### src/inc/dog_supply_pkg.sv
// Purpose: Shared constants for the watchdog, supply-fail reset and power mode register.
// Assumes: clk_i is the oscillator clock; one machine cycle is twelve oscillator periods.
// Notes: Addresses are special-function register addresses on the CPU's internal bus.
package dog_supply_pkg;
	// ****************************************
	// Register addresses and reset values
	// ****************************************
	localparam logic [7:0] PMC_ADDR = 8'h87;
	localparam logic [7:0] DCR_ADDR = 8'hE6;
	localparam logic [7:0] PMC_RESET = 8'h00;
	localparam logic [7:0] DCR_RESET = 8'h00;

	// ****************************************
	// Field positions
	// ****************************************
	localparam int PMC_IDLE_BIT = 0;
	localparam int PMC_PD_BIT = 1;
	localparam int PMC_FLAG_LO_BIT = 2;
	localparam int PMC_FLAG_HI_BIT = 3;
	localparam int PMC_SUPPLY_FAIL_ENABLE_BIT = 4;
	localparam int PMC_BAUD_BIT = 7;
	localparam int DCR_RUN_BIT = 7;
	localparam int DCR_INT_LSB = 0;
	localparam int DCR_INT_W = 4;

	// ****************************************
	// Timing counts
	// ****************************************
	localparam logic [3:0] OSC_PER_MC = 4'hC;
	localparam int PRESCALE_W = 17;
	localparam int PRESCALE_LEN = 131072;
	localparam int HOLD_MC = 2;
	localparam logic [4:0] HOLD_CYCLES = 5'(HOLD_MC * 12);
	localparam int GLITCH_SAMPLES = 3;
endpackage

### src/rtl/dog_supply_reset.sv
// Purpose: Watchdog, supply-fail reset and power mode control register of the CPU.
// Assumes: Synchronous active-low external reset; low_supply_i is asynchronous.
// Notes: sys_rst_o is the internal reset fed back to the CPU and to this block.
//
// Functional notes
// - Prescaler of 17 bits fed at oscillator/12
// - Counter decrements once per 12*131072 periods
// - Interval code zero means sixteen, else n
// - Control write reloads; underflow gives system reset
// - Enabled watchdog stops only by system reset
// - Watchdog frozen in idle or power-down
// - Enabled low supply holds internal reset asserted
// - Reset held two machine cycles after recovery
// - Supply pulses under three periods are ignored
// - Supply-fail reset needs enable bit 4 set
// - Supply-fail reset suppressed in idle or power-down
// - Enable bit cleared only by external reset
// - Bit 1 enters power-down; reset clears it
// - Bit 0 enters idle; interrupt or reset clears
// - Power-down wins when both bits written
// - Bits 3 and 2 are plain software flags
// - Bit 7 drives serial baud doubler
// - Control register: run bit 7, interval 3..0
`timescale 1ns/100ps
module dog_supply_reset #(
	parameter int PRESCALE_LEN = dog_supply_pkg::PRESCALE_LEN
) (
	input wire logic clk_i,
	input wire logic rst_b_i,
	input wire logic [7:0] sfr_addr_i,
	input wire logic [7:0] sfr_wdata_i,
	input wire logic sfr_wr_i,
	input wire logic sfr_rd_i,
	input wire logic intr_i,
	input wire logic low_supply_i,
	output logic [7:0] sfr_rdata_o,
	output logic sys_rst_o,
	output logic idle_mode_o,
	output logic powerdown_mode_o,
	output logic baud_doubler_o
);
	localparam logic [16:0] PRESC_LAST = 17'(PRESCALE_LEN - 1);

	// ****************************************
	// Register bus decode
	// ****************************************
	logic pmc_wr;
	logic dcr_wr;
	assign pmc_wr = sfr_wr_i && (sfr_addr_i == dog_supply_pkg::PMC_ADDR);
	assign dcr_wr = sfr_wr_i && (sfr_addr_i == dog_supply_pkg::DCR_ADDR);

	// ****************************************
	// Low supply synchroniser and glitch filter
	// ****************************************
	logic low_meta_reg;
	logic low_sync_reg;
	logic [1:0] low_hist_reg;
	logic [1:0] low_hist_next;
	logic supply_low_filt;

	always_ff @(posedge clk_i) begin
		if (!rst_b_i) begin
			low_meta_reg <= 1'b0;
			low_sync_reg <= 1'b0;
			low_hist_reg <= 2'h0;
		end else begin
			low_meta_reg <= low_supply_i;
			low_sync_reg <= low_meta_reg;
			low_hist_reg <= low_hist_next;
		end
	end

	always_comb begin
		low_hist_next = {low_hist_reg[0], low_sync_reg};
	end

	// Three agreeing samples; shorter pulses never reach the reset logic
	assign supply_low_filt = low_sync_reg && (&low_hist_reg);

	// ****************************************
	// Power mode control register
	// ****************************************
	logic idle_reg, idle_next;
	logic pd_reg, pd_next;
	logic flag_lo_reg, flag_lo_next;
	logic flag_hi_reg, flag_hi_next;
	logic supply_fail_enable_reg, supply_fail_enable_next;
	logic baud_reg, baud_next;
	logic int_rst;
	logic frozen;

	assign frozen = idle_reg || pd_reg;

	always_comb begin
		idle_next = idle_reg;
		pd_next = pd_reg;
		flag_lo_next = flag_lo_reg;
		flag_hi_next = flag_hi_reg;
		supply_fail_enable_next = supply_fail_enable_reg;
		baud_next = baud_reg;
		if (int_rst) begin
			// Internal reset keeps the enable so protection has no gap
			idle_next = 1'b0;
			pd_next = 1'b0;
			flag_lo_next = 1'b0;
			flag_hi_next = 1'b0;
			baud_next = 1'b0;
		end else if (pmc_wr) begin
			pd_next = sfr_wdata_i[dog_supply_pkg::PMC_PD_BIT];
			// Power-down has precedence over idle in one write
			idle_next = sfr_wdata_i[dog_supply_pkg::PMC_IDLE_BIT]
				&& !sfr_wdata_i[dog_supply_pkg::PMC_PD_BIT];
			flag_lo_next = sfr_wdata_i[dog_supply_pkg::PMC_FLAG_LO_BIT];
			flag_hi_next = sfr_wdata_i[dog_supply_pkg::PMC_FLAG_HI_BIT];
			supply_fail_enable_next = supply_fail_enable_reg || sfr_wdata_i[dog_supply_pkg::PMC_SUPPLY_FAIL_ENABLE_BIT];
			baud_next = sfr_wdata_i[dog_supply_pkg::PMC_BAUD_BIT];
		end else if (intr_i) begin
			idle_next = 1'b0;
		end
	end

	always_ff @(posedge clk_i) begin
		if (!rst_b_i) begin
			idle_reg <= dog_supply_pkg::PMC_RESET[dog_supply_pkg::PMC_IDLE_BIT];
			pd_reg <= dog_supply_pkg::PMC_RESET[dog_supply_pkg::PMC_PD_BIT];
			flag_lo_reg <= dog_supply_pkg::PMC_RESET[dog_supply_pkg::PMC_FLAG_LO_BIT];
			flag_hi_reg <= dog_supply_pkg::PMC_RESET[dog_supply_pkg::PMC_FLAG_HI_BIT];
			supply_fail_enable_reg <= dog_supply_pkg::PMC_RESET[dog_supply_pkg::PMC_SUPPLY_FAIL_ENABLE_BIT];
			baud_reg <= dog_supply_pkg::PMC_RESET[dog_supply_pkg::PMC_BAUD_BIT];
		end else begin
			idle_reg <= idle_next;
			pd_reg <= pd_next;
			flag_lo_reg <= flag_lo_next;
			flag_hi_reg <= flag_hi_next;
			supply_fail_enable_reg <= supply_fail_enable_next;
			baud_reg <= baud_next;
		end
	end

	// ****************************************
	// Watchdog prescaler and counter
	// ****************************************
	logic run_reg, run_next;
	logic [3:0] interval_reg, interval_next;
	logic [3:0] div_reg, div_next;
	logic [16:0] presc_reg, presc_next;
	logic [3:0] cnt_reg, cnt_next;
	logic dog_tick;
	logic dog_expire;

	// Code zero loads fifteen so sixteen ticks pass before underflow
	function automatic logic [3:0] interval_load(input logic [3:0] code);
		interval_load = (code == 4'h0) ? 4'hF : 4'(code - 4'h1);
	endfunction

	assign dog_tick = run_reg && !frozen && (div_reg == 4'(dog_supply_pkg::OSC_PER_MC - 4'h1))
		&& (presc_reg == PRESC_LAST);
	assign dog_expire = dog_tick && (cnt_reg == 4'h0);

	always_comb begin
		run_next = run_reg;
		interval_next = interval_reg;
		div_next = div_reg;
		presc_next = presc_reg;
		cnt_next = cnt_reg;
		if (int_rst) begin
			run_next = 1'b0;
			interval_next = dog_supply_pkg::DCR_RESET[3:0];
			div_next = 4'h0;
			presc_next = 17'h00000;
			cnt_next = interval_load(dog_supply_pkg::DCR_RESET[3:0]);
		end else if (dcr_wr) begin
			// Writing zero to the run bit never stops a running watchdog
			run_next = run_reg || sfr_wdata_i[dog_supply_pkg::DCR_RUN_BIT];
			interval_next = sfr_wdata_i[dog_supply_pkg::DCR_INT_LSB +: dog_supply_pkg::DCR_INT_W];
			div_next = 4'h0;
			presc_next = 17'h00000;
			cnt_next = interval_load(sfr_wdata_i[dog_supply_pkg::DCR_INT_LSB +:
				dog_supply_pkg::DCR_INT_W]);
		end else if (run_reg && !frozen) begin
			if (div_reg == 4'(dog_supply_pkg::OSC_PER_MC - 4'h1)) begin
				div_next = 4'h0;
				presc_next = (presc_reg == PRESC_LAST) ? 17'h00000 : 17'(presc_reg + 17'h1);
				if (dog_tick) begin
					cnt_next = 4'(cnt_reg - 4'h1);
				end
			end else begin
				div_next = 4'(div_reg + 4'h1);
			end
		end
	end

	always_ff @(posedge clk_i) begin
		if (!rst_b_i) begin
			run_reg <= dog_supply_pkg::DCR_RESET[dog_supply_pkg::DCR_RUN_BIT];
			interval_reg <= dog_supply_pkg::DCR_RESET[3:0];
			div_reg <= 4'h0;
			presc_reg <= 17'h00000;
			cnt_reg <= interval_load(dog_supply_pkg::DCR_RESET[3:0]);
		end else begin
			run_reg <= run_next;
			interval_reg <= interval_next;
			div_reg <= div_next;
			presc_reg <= presc_next;
			cnt_reg <= cnt_next;
		end
	end

	// ****************************************
	// Internal reset generation
	// ****************************************
	logic pfr_trip;
	logic [4:0] hold_reg, hold_next;
	logic rst_reg, rst_next;

	// Idle or power-down suppresses supply-fail reset
	assign pfr_trip = supply_fail_enable_reg && !frozen && supply_low_filt;
	assign int_rst = rst_reg;

	always_comb begin
		hold_next = hold_reg;
		rst_next = 1'b0;
		if (pfr_trip || dog_expire) begin
			hold_next = dog_supply_pkg::HOLD_CYCLES;
			rst_next = 1'b1;
		end else if (hold_reg != 5'h00) begin
			hold_next = 5'(hold_reg - 5'h01);
			rst_next = 1'b1;
		end
	end

	always_ff @(posedge clk_i) begin
		if (!rst_b_i) begin
			hold_reg <= 5'h00;
			rst_reg <= 1'b0;
		end else begin
			hold_reg <= hold_next;
			rst_reg <= rst_next;
		end
	end

	// ****************************************
	// Read data and outputs
	// ****************************************
	logic [7:0] rdata_reg, rdata_next;

	always_comb begin
		rdata_next = rdata_reg;
		if (sfr_rd_i && (sfr_addr_i == dog_supply_pkg::PMC_ADDR)) begin
			rdata_next = {baud_reg, 2'h0, supply_fail_enable_reg, flag_hi_reg, flag_lo_reg, pd_reg, idle_reg};
		end else if (sfr_rd_i && (sfr_addr_i == dog_supply_pkg::DCR_ADDR)) begin
			rdata_next = {run_reg, 3'h0, interval_reg};
		end else if (sfr_rd_i) begin
			rdata_next = 8'h00;
		end
	end

	always_ff @(posedge clk_i) begin
		if (!rst_b_i) begin
			rdata_reg <= 8'h00;
		end else begin
			rdata_reg <= rdata_next;
		end
	end

	assign sfr_rdata_o = rdata_reg;
	assign sys_rst_o = rst_reg;
	assign idle_mode_o = idle_reg;
	assign powerdown_mode_o = pd_reg;
	assign baud_doubler_o = baud_reg;
endmodule

### config.mk
export PLATFORM = sky130hd
export DESIGN_NAME = dog_supply_reset
export DESIGN_NICKNAME = d
export VERILOG_FILES = /design/src/inc/dog_supply_pkg.sv /design/src/rtl/dog_supply_reset.sv
export SDC_FILE = /design/constraint.sdc
export NUM_CORES = 1
export LEC_CHECK = 0
export ABC_AREA = 1
export ABC_CLOCK_PERIOD_IN_PS = 1840
export BUFFER_PORTS_ARGS = -buffer_cell sky130_fd_sc_hd__buf_4
export CELL_PAD_IN_SITES_DETAIL_PLACEMENT = 1
export CELL_PAD_IN_SITES_GLOBAL_PLACEMENT = 2
export CORE_MARGIN = 5
export CORE_UTILIZATION = 29
export CTS_CLUSTER_SIZE = 12
export DETAILED_ROUTE_END_ITERATION = 6
export GPL_ROUTABILITY_DRIVEN = 0
export PLACE_DENSITY_LB_ADDON = 0.05
export SLEW_MARGIN = 0
export SYNTH_ARGS = -nofsm -noshare
export SYNTH_HDL_FRONTEND = slang
export SYNTH_SLANG_ARGS = --single-unit
### constraint.sdc
create_clock -name clk_i -period 1.84 [get_ports clk_i]
set_input_delay 0.092 -clock clk_i [delete_from_list [all_inputs] [get_ports clk_i]]
set_output_delay 0.092 -clock clk_i [all_outputs]
set_load 0.03 [all_outputs]
# Word level (Yosys, flattened, before mapping)
# Cells that the tools add are included.
[totals]
register_bits = 52
in_bits = 22
out_inout_bits = 12
elab_cells = 79
[op_classes]
n_addsub = 5
eq_ne = 4
muxes = 16
bitwise_logic = 2
reduce_logical = 34
[op_table]
columns = ["cell", "n"]
rows = [
  ["two-way mux 4 bit", 6],
  ["two-way mux 8 bit", 3],
  ["adder 17 x 1 -> 17 bit (second input constant)", 1],
  ["equality test 17 bit (second input constant)", 1],
  ["two-way mux 17 bit", 1],
  ["equality test 8 bit (second input constant)", 2],
  ["logical AND 1 bit", 12],
  ["two-way mux 5 bit", 2],
  ["nonzero test 2 bit", 5],
  ["logical NOT 4 bit", 2],
  ["subtractor 4 x 1 -> 4 bit (second input constant)", 2],
  ["AND reduction 2 bit", 3],
  ["nonzero test 5 bit", 1],
  ["subtractor 5 x 1 -> 5 bit (second input constant)", 1],
  ["adder 4 x 1 -> 4 bit (second input constant)", 1],
  ["equality test 4 bit (second input constant)", 1],
  ["logical OR 1 bit", 4],
  ["two-way mux 1 bit", 4],
  ["OR reduction 2 bit", 2],
  ["AND reduction 3 bit", 1],
  ["nonzero test 3 bit", 1],
  ["OR reduction 3 bit", 1],
  ["logical NOT 1 bit", 2],
  ["inverter 1 bit", 2],
]

# Depth between registers and ports, before layout
# Gate-level depths: netlist of the first run.
[depth]
ltp_word = 9
mapped_depth = 13
ltp_nobuf = 13

# Worst setup path before layout of the first run
# OpenSTA, ideal clock, no wires.
[synth_timing]
path_kind = "reg-to-reg"
startpoint = "reg presc_reg[0]"
endpoint = "reg cnt_reg[3]"
setup_ns = 0.112
t_arrival_ns = 1.666
required_ns = 1.728
path_slack_ns = 0.062
stages_incl_launch_ff = 14
n_path_buf = 0
synth_period_minus_slack_ns = 1.778
path_cell_list = "dfxtp_1 ha_1 inv_1 nor3_4 inv_1 nor4_1 ha_1 nand2_1 nand2_2 inv_1 nand2_1 nand2_1 inv_1 nand2_1"
[synth_between]
elab_chain_len = 4
[synth_lines]
columns = ["element", "line_no", "rtl"]
rows = [
  ["start, declared", "dog_supply_reset.sv:146", "logic [16:0] presc_reg, presc_next;"],
  ["start signal, assigned", "dog_supply_reset.sv:204", "presc_reg <= presc_next;"],
  ["equality test 17 bit", "dog_supply_reset.sv:157", "&& (presc_reg == PRESC_LAST);"],
  ["logical AND 1 bit", "dog_supply_reset.sv:157", ""],
  ["nonzero test 2 bit (no line)", "n/a", ""],
  ["AND reduction 3 bit (no line)", "n/a", ""],
  ["end signal, assigned", "dog_supply_reset.sv:199", "cnt_reg <= interval_load(dog_supply_pkg::DCR_RESET[3:0]);"],
  ["end signal, assigned", "dog_supply_reset.sv:205", "cnt_reg <= cnt_next;"],
  ["end, declared", "dog_supply_reset.sv:147", "logic [3:0] cnt_reg, cnt_next;"],
]
# Every way passes these cells.
# A chain may end at the register's enable or synchronous reset.

# Worst setup path in the final report of the first run
[layout_timing]
startpoint = "reg presc_reg[1]"
endpoint = "reg rst_reg, in the netlist sys_rst_o"
[layout_between]
elab_chain_len = 5
[layout_lines]
columns = ["element", "line_no", "rtl"]
rows = [
  ["equality test 17 bit", "dog_supply_reset.sv:157", ""],
  ["logical AND 1 bit", "dog_supply_reset.sv:157", ""],
  ["logical AND 1 bit", "dog_supply_reset.sv:158", "assign dog_expire = dog_tick && (cnt_reg == 4'h0);"],
  ["logical OR 1 bit", "dog_supply_reset.sv:223", "if (pfr_trip || dog_expire) begin"],
  ["two-way mux 1 bit", "dog_supply_reset.sv:223", ""],
  ["end signal, assigned", "dog_supply_reset.sv:238", "rst_reg <= rst_next;"],
  ["end, declared", "dog_supply_reset.sv:214", "logic rst_reg, rst_next;"],
]
# Every way passes these cells.

==> run_results.csv, run 1 <==
group,metric,value,unit
die,dieArea,10980,sq um
global_route,grt_remaining_overflow,0,
logic_synthesis,synth-adder-area-share,4.321,%
clock_tree,clkLatencyLatePin,0.31,ns
logic_synthesis,ys_warn_count,0,
timing,layout_setup_ws,0.1408,ns
logic_synthesis,yosys_register_bits,52,
critical_path,cpLargestDelayFamily,"simple AND/OR/NAND/NOR gates",
die,core.rowCount,34,
global_route,grt_pass1_wl,11.49,mm
die,io_pins,34,
critical_path,worstPathMaxFanout,3,
critical_path,critical-path-slowest-cell,"sky130_fd_sc_hd__dfxtp_2",
critical_path,worstReg2RegStart,"presc_reg[1]$_SDFFE_PP0P_",
logic_synthesis,largest_family_of_logic_cells_by_synthesized_area,"simple AND/OR/NAND/NOR gates",
logic_synthesis,postSynthCellCount,352,
critical_path,crit_top_cell,"sky130_fd_sc_hd__inv_2",
run,max_cap_violations,0,
clock_tree,clk_path_buf_depth,2,
clock_tree,cts_buffers,5,
timing,final_min_period_over_clock_period,92.35,%
cells_and_area,drive_gt1_share,23.21,%
die,die_w,104.8,um
clock_tree,cts-root-buf,"sky130_fd_sc_hd__clkbuf_8",
cells_and_area,area.growth.synth_to_final,23.72,%
cells_and_area,mostFrequentLayoutCells,"sky130_fd_sc_hd__nand2_1, sky130_fd_sc_hd__dfxtp_1, sky130_fd_sc_hd__buf_4",
power,power.switching_fraction,31.40,%
worst_hold_path,hp-start,"sfr_wdata_i[7]",
die,die_h,104.8,um
power,power.sequential.fraction,50.8,%
cells_and_area,final_core_utilization,36.97,%
global_route,grt_usage,12.38,%
timing,drv_slew,0,
global_route,number_of_global_route_vias_before_repair,2424,
logic_synthesis,synth_largest_type_area_fraction,39.94,%
die,core-area,8721,sq um
logic_synthesis,netlist_top_cells_area,"sky130_fd_sc_hd__dfxtp_1, sky130_fd_sc_hd__nand2_1, sky130_fd_sc_hd__inv_1",
power,power.share.combinational,19.6,%
global_route,initial_antenna_violation_count,0,
timing,fin_worst_skew,0.007099,ns
worst_hold_path,min_path_type,"in -> reg",
critical_path,critical_path.startpoint_type,"register",
route,drcViolationCount,0,
logic_synthesis,yosys_most_used_dff,"sky130_fd_sc_hd__dfxtp_1",
logic_synthesis,synth-seq-area-share,39.94,%
placement,place.detailed.hpwl,5.115,mm
route,overall_routed_net_length,6.412,mm
placement,dpl-instance-area,3027,sq um
logic_synthesis,postSynth.asyncResetShare,0,%
timing,achievable_frequency,588.5,MHz
global_route,pin_count_of_the_biggest_net_entering_global_routing,19,
power,internal_power,1.645,mW
critical_path,crit_path_max_incr_delay,0.37,ns
logic_synthesis,yosysTopAreaCell,"sky130_fd_sc_hd__dfxtp_1",
critical_path,critPathArrivalTime,1.97,ns
timing,rsz0062_at_grt,"yes",
die,floorplan.initialDensity,29.89,%
power,p_switching,0.7530,mW
power,vdd.ir_drop.worst,0.3027,mV
clock_tree,cts.sink_count,52,
clock_tree,ctsHtreeMaxLevel,2,
cells_and_area,largest_register_ffs,17,
placement,post-place-ws,-0.2133,ns
logic_synthesis,synth-simple-area-share,35.48,%
critical_path,worstSetupStartpoint,"presc_reg[1]$_SDFFE_PP0P_",
logic_synthesis,synth_area,2606,sq um
timing,min_period,1.699,ns
clock_tree,cts_tree,"built",
logic_synthesis,synth_mux_area_share,0,%
power,power_density,743.9,nW/um^2
status,run_status,"finished clean",
power,leakagePower,1.476,nW
logic_synthesis,synth_xor_xnor_area_share,3.697,%
critical_path,cp_data_required_time,2.11,ns
route,drt_pass1_iterations,4,
route,average_wire_per_standard_cell,12.50,um
critical_path,worstPathCellList,"ha_4, inv_2, nor3_4, inv_2, nor4_4, ha_2, buf_4, nand4_1, nand2_1, o21ai_0, inv_1",
cells_and_area,final_cell_area,3224,sq um
logic_synthesis,synth_compound_gate_area_share,7.777,%
cells_and_area,final_common_cell,"sky130_fd_sc_hd__nand2_1",
logic_synthesis,netlist-cell-type-count,33,
critical_path,path_class,"reg -> reg",
placement,io_buffers,29,
cells_and_area,fin_nets,435,
timing,setup_violations,0,
power,clkPwrFrac,29.6,%
timing,hold_viol_final,0,
route,first_drt_iteration_drcs,43,
cells_and_area,number_of_antenna_diodes,0,
logic_synthesis,synth.avg_cell_area,7.404,sq um
clock_tree,clock_edge_transition_at_the_registers_on_the_reported_setup_and_hold_paths,0.11,ns
critical_path,cp.buffers_inverters,4,
route,avgViaCountPerCell,4.507,
route,detail-route-antenna-nets,0,
critical_path,crit_path_end_kind,"register",
route,vias,2312,
logic_synthesis,synth_edf_count,0,
-- final timing paths --
kind	end	slack, ns	depth (start not counted)
worst max-delay path	sys_rst_o$_SDFF_PN0_	0.14	11
worst min-delay path	run_reg$_SDFFE_PP0N_	0.04	3
worst max register to register	sys_rst_o$_SDFF_PN0_	0.14	11
worst min register to register	low_sync_reg$_SDFF_PN0_	0.43	2
-- power groups by stage --
stage	clock network [mW]	registers, mW	logic, mW
4_1_cts	0.750	1.22	0.484
3_3_place_gp	0	1.25	0.477
5_1_grt	0.798	1.23	0.543
3_5_place_dp	0	1.25	0.477
6_report	0.710	1.22	0.469
2_1_floorplan	0	1.25	0.323
-- worst reg2reg max path, stage by stage (launching register included) --
cell,delay [ns]
sky130_fd_sc_hd__dfxtp_2,0.37
sky130_fd_sc_hd__ha_4,0.14
sky130_fd_sc_hd__inv_2,0.04
sky130_fd_sc_hd__nor3_4,0.15
sky130_fd_sc_hd__inv_2,0.07
sky130_fd_sc_hd__nor4_4,0.14
sky130_fd_sc_hd__ha_2,0.23
sky130_fd_sc_hd__buf_4,0.11
sky130_fd_sc_hd__nand4_1,0.14
sky130_fd_sc_hd__nand2_1,0.14
sky130_fd_sc_hd__o21ai_0,0.08
sky130_fd_sc_hd__inv_1,0.05
-- timing repair --
action	CTS	global route
endpoints found under the hold margin	1	0
resized for setup	14	6
hold buffers	1	0
buffers inserted	2	3
setup endpoints to repair	24	24
pin swaps	6	5
-- metal layers --
| layer | part of all wire [%] | vias to the layer above | track usage, % | wire, um |
|---|---|---|---|---|
| met4 | 0.83 | 0 | 2.740 | 53 |
| met1 | 51 | 1061 | 17.47 | 3271 |
| met5 | 0 | - | 0 | 0 |
| li1 | - | 1222 | - | - |
| met2 | 45 | 25 | 19.42 | 2892 |
| met3 | 3.0 | 4 | 2.651 | 194 |
-- cell families after synthesis --
family | count (synthesis)
other | 1
AND/OR/NAND/NOR | 186
AO/OA/AOI/OAI | 39
buffers and inverters | 54
flip-flops | 52
XOR/XNOR | 11
adder cells (fa/ha/maj) | 9
-- area by class of cell --
type                    instances  area [sq um]
clock inverters                 3         26.28
inverters                      49         186.4
flip-flops and latches         52          1046
repair buffers                 49         370.4
well taps                     108         135.1
multi-input cells             247          1391
fillers                      1080          5497
clock buffers                   5         68.82
-- synthesized netlist by cell type (3+ instances only) --
| cell type | count |
|---|---|
| sky130_fd_sc_hd__nand3_1 | 27 |
| sky130_fd_sc_hd__ha_1 | 9 |
| sky130_fd_sc_hd__inv_1 | 44 |
| sky130_fd_sc_hd__dfxtp_1 | 52 |
| sky130_fd_sc_hd__xor2_1 | 5 |
| sky130_fd_sc_hd__inv_2 | 5 |
| sky130_fd_sc_hd__nor2_4 | 3 |
| sky130_fd_sc_hd__nand2_2 | 3 |
| sky130_fd_sc_hd__a21oi_1 | 23 |
| sky130_fd_sc_hd__xnor2_1 | 6 |
| sky130_fd_sc_hd__nand2_1 | 89 |
| sky130_fd_sc_hd__nor2_1 | 31 |
| sky130_fd_sc_hd__nand4_1 | 12 |
| sky130_fd_sc_hd__o21ai_0 | 12 |
| sky130_fd_sc_hd__nor3_1 | 3 |
| sky130_fd_sc_hd__nand3b_1 | 3 |
| sky130_fd_sc_hd__nor3_4 | 3 |
-- metrics by stage --
stage | hold WS (ns) | std cells | TNS [ns] | total power [mW]
finish | 0.04037 | 513 | 0 | 2.398
global route | 0.04124 | 513 | -0.01623 | 2.568
CTS | 0.02531 | 510 | -0.03070 | 2.455
detailed placement | 0.2832 | 499 | -3.355 | 1.724
global placement | 0.2814 | 499 | -0.03698 | 1.723
floorplan | 0.1896 | 353 | 0 | 1.575
(Power assumes the default switching activity.)
==> run 2: changes to the inputs <==
--- a/config.mk
+++ b/config.mk
@@ -7,13 +7,13 @@
 export LEC_CHECK = 0
 export ABC_AREA = 1
 export ABC_CLOCK_PERIOD_IN_PS = 1840
-export BUFFER_PORTS_ARGS = -buffer_cell sky130_fd_sc_hd__buf_4
 export CELL_PAD_IN_SITES_DETAIL_PLACEMENT = 1
 export CELL_PAD_IN_SITES_GLOBAL_PLACEMENT = 2
 export CORE_MARGIN = 5
-export CORE_UTILIZATION = 29
+export CORE_UTILIZATION = 32
 export CTS_CLUSTER_SIZE = 12
 export DETAILED_ROUTE_END_ITERATION = 6
+export DONT_BUFFER_PORTS = 1
 export GPL_ROUTABILITY_DRIVEN = 0
 export PLACE_DENSITY_LB_ADDON = 0.05
 export SLEW_MARGIN = 0
==> run_results.csv, run 2 (synthesis results as in run 1) <==
group,metric,value,unit
critical_path,critical_path.startpoint_type,"register",
worst_hold_path,hp-start,"sfr_wdata_i[1]",
clock_tree,clkLatencyLatePin,0.31,ns
die,dieArea,10050,sq um
timing,fin_worst_skew,0.009482,ns
die,die_h,100.2,um
cells_and_area,final_common_cell,"sky130_fd_sc_hd__nand2_1",
global_route,grt_pass1_wl,11.64,mm
timing,hold_viol_final,0,
die,core.rowCount,33,
power,power.sequential.fraction,52.0,%
status,run_status,"finished clean",
route,overall_routed_net_length,6.597,mm
route,drt_pass1_iterations,4,
clock_tree,post-cts-setup-buffers,0,
global_route,grt_usage,14.46,%
cells_and_area,largest_register_ffs,17,
critical_path,destination_of_the_worst_register_to_register_timing_path,"hold_reg[2]$_SDFFE_PP0P_",
placement,place.detailed.hpwl,5.095,mm
power,vdd.ir_drop.worst,0.3749,mV
power,p_switching,0.7170,mW
power,internal_power,1.657,mW
worst_hold_path,whs_path_depth,2,
power,leakagePower,1.367,nW
placement,io_buffers,0,
critical_path,crit_path_end_kind,"register",
critical_path,worstReg2RegStart,"presc_reg[0]$_SDFFE_PP0P_",
clock_tree,cts.sink_count,52,
route,detail-route-antenna-nets,0,
cells_and_area,area.growth.synth_to_final,20.74,%
critical_path,worstPathMaxFanout,3,
power,power_density,754.4,nW/um^2
placement,dpl-instance-area,2843,sq um
timing,rsz0062_at_grt,"yes",
die,io_pins,34,
clock_tree,cts_buffers,5,
cells_and_area,fin_nets,422,
timing,achievable_frequency,568.8,MHz
power,power.switching_fraction,30.20,%
critical_path,setup.reg_to_reg.worst_slack,0.08,ns
global_route,initial_antenna_violation_count,0,
route,first_drt_iteration_drcs,61,
timing,drv_slew,0,
route,drcViolationCount,0,
global_route,pin_count_of_the_biggest_net_entering_global_routing,16,
power,clkPwrFrac,29.5,%
die,die_w,100.2,um
power,power.share.combinational,18.5,%
timing,setup_violations,0,
timing,layout_setup_ws,0.08204,ns
timing,worst_hold_check_slack,0.02413,ns
route,vias,2357,
critical_path,critPathArrivalTime,1.97,ns
global_route,number_of_global_route_vias_before_repair,2473,
placement,post-place-ws,-0.07644,ns
cells_and_area,mostFrequentLayoutCells,"sky130_fd_sc_hd__nand2_1, sky130_fd_sc_hd__dfxtp_1, sky130_fd_sc_hd__inv_1",
cells_and_area,number_of_antenna_diodes,0,
run,max_cap_violations,0,
clock_tree,cts-root-buf,"sky130_fd_sc_hd__clkbuf_8",
worst_hold_path,hold_end,"interval_reg[1]$_SDFFE_PP0N_",
die,floorplan.initialDensity,32.20,%
route,avgViaCountPerCell,4.742,
worst_hold_path,min_path_type,"in -> reg",
cells_and_area,drive_gt1_share,16.33,%
clock_tree,clock_edge_transition_at_the_registers_on_the_reported_setup_and_hold_paths,0.10,ns
timing,min_period,1.758,ns
timing,final_min_period_over_clock_period,95.54,%
die,core-area,8093,sq um
timing,finalSetupTns,0,ns
global_route,grt_remaining_overflow,0,
cells_and_area,final_core_utilization,38.88,%
route,average_wire_per_standard_cell,13.27,um
clock_tree,clk_path_buf_depth,2,
critical_path,path_class,"reg -> reg",
critical_path,cp_data_required_time,2.05,ns
clock_tree,cts_tree,"built",
critical_path,rr_worst_depth,10,
cells_and_area,final_cell_area,3147,sq um
clock_tree,ctsHtreeMaxLevel,2,
## run 2: cell types whose count changed in the layout (fill, tap and decap cells not counted), sizes merged
cell         delta
dlygate4sd3    +16
clkbuf          +1
inv             -3
buf            -29
clkinv          +2
## run 2: how the worst max path moves through the flow
| stage | cells after the start | start | end | slack, ns |
|---|---|---|---|---|
| after CTS | 11 | presc_reg[1]$_SDFFE_PP0P_ | hold_reg[3]$_SDFFE_PN0P_ | 0.002 |
| final | 10 | presc_reg[0]$_SDFFE_PP0P_ | hold_reg[2]$_SDFFE_PP0P_ | 0.08 |
| after global routing | 11 | presc_reg[0]$_SDFFE_PP0P_ | hold_reg[3]$_SDFFE_PN0P_ | -0.07 |
| after floorplan | 13 | presc_reg[0]$_SDFFE_PP0P_ | cnt_reg[3]$_SDFFE_PP1P_ | 0.06 |
| after detailed placement | 11 | presc_reg[0]$_SDFFE_PP0P_ | presc_reg[7]$_SDFFE_PP0P_ | -0.08 |
| after global placement | 11 | presc_reg[1]$_SDFFE_PP0P_ | presc_reg[3]$_SDFFE_PP0P_ | -0.02 |
## run 2: metal layers
metal,wire length [um],track usage [%],part of all wire (%)
met4,86,4.663,1.3
met1,3217,18.75,49
met2,3100,24.06,47
met3,192,2.849,2.9
met5,0,0,0
## run 2: power by group through the flow
stage          Sequential [mW]  Clock [mW]  Combinational, mW
2_1_floorplan             1.25           0              0.323
3_3_place_gp              1.26           0              0.408
3_5_place_dp              1.26           0              0.417
4_1_cts                   1.24       0.733              0.449
5_1_grt                   1.24       0.770              0.506
6_report                  1.23       0.700              0.439
## run 2: critical path: stages (launching register included)
cell	delay (ns)
sky130_fd_sc_hd__dfxtp_2	0.36
sky130_fd_sc_hd__ha_4	0.14
sky130_fd_sc_hd__inv_2	0.04
sky130_fd_sc_hd__nor3_4	0.13
sky130_fd_sc_hd__inv_1	0.07
sky130_fd_sc_hd__nor4_2	0.22
sky130_fd_sc_hd__ha_2	0.22
sky130_fd_sc_hd__buf_4	0.11
sky130_fd_sc_hd__nand4_1	0.15
sky130_fd_sc_hd__nand3_1	0.17
sky130_fd_sc_hd__nor3_1	0.06
## run 2: cell type report
cell class | instances | area [sq um]
Fill cell | 1028 | 4946
Multi-Input combinational cell | 247 | 1375
Clock inverter | 2 | 10.01
Clock buffer | 6 | 82.58
Timing Repair Buffer | 36 | 312.8
Tap cell | 105 | 131.4
Sequential cell | 52 | 1046
Inverter | 49 | 188.9
## run 2: repair_timing
item | 4_1_cts | 5_1_grt
hold buffers | 17 | 0
resized for setup | 4 | 15
endpoints found under the setup margin | 15 | 24
pin swaps | 2 | 5
endpoints found under the hold margin | 27 | 0
## run 2: per-stage QoR
step | cells | power (mW)
6_report | 497 | 2.374
3_5_place_dp | 472 | 1.679
3_3_place_gp | 472 | 1.668
4_1_cts | 497 | 2.418
5_1_grt | 497 | 2.519
2_1_floorplan | 353 | 1.575
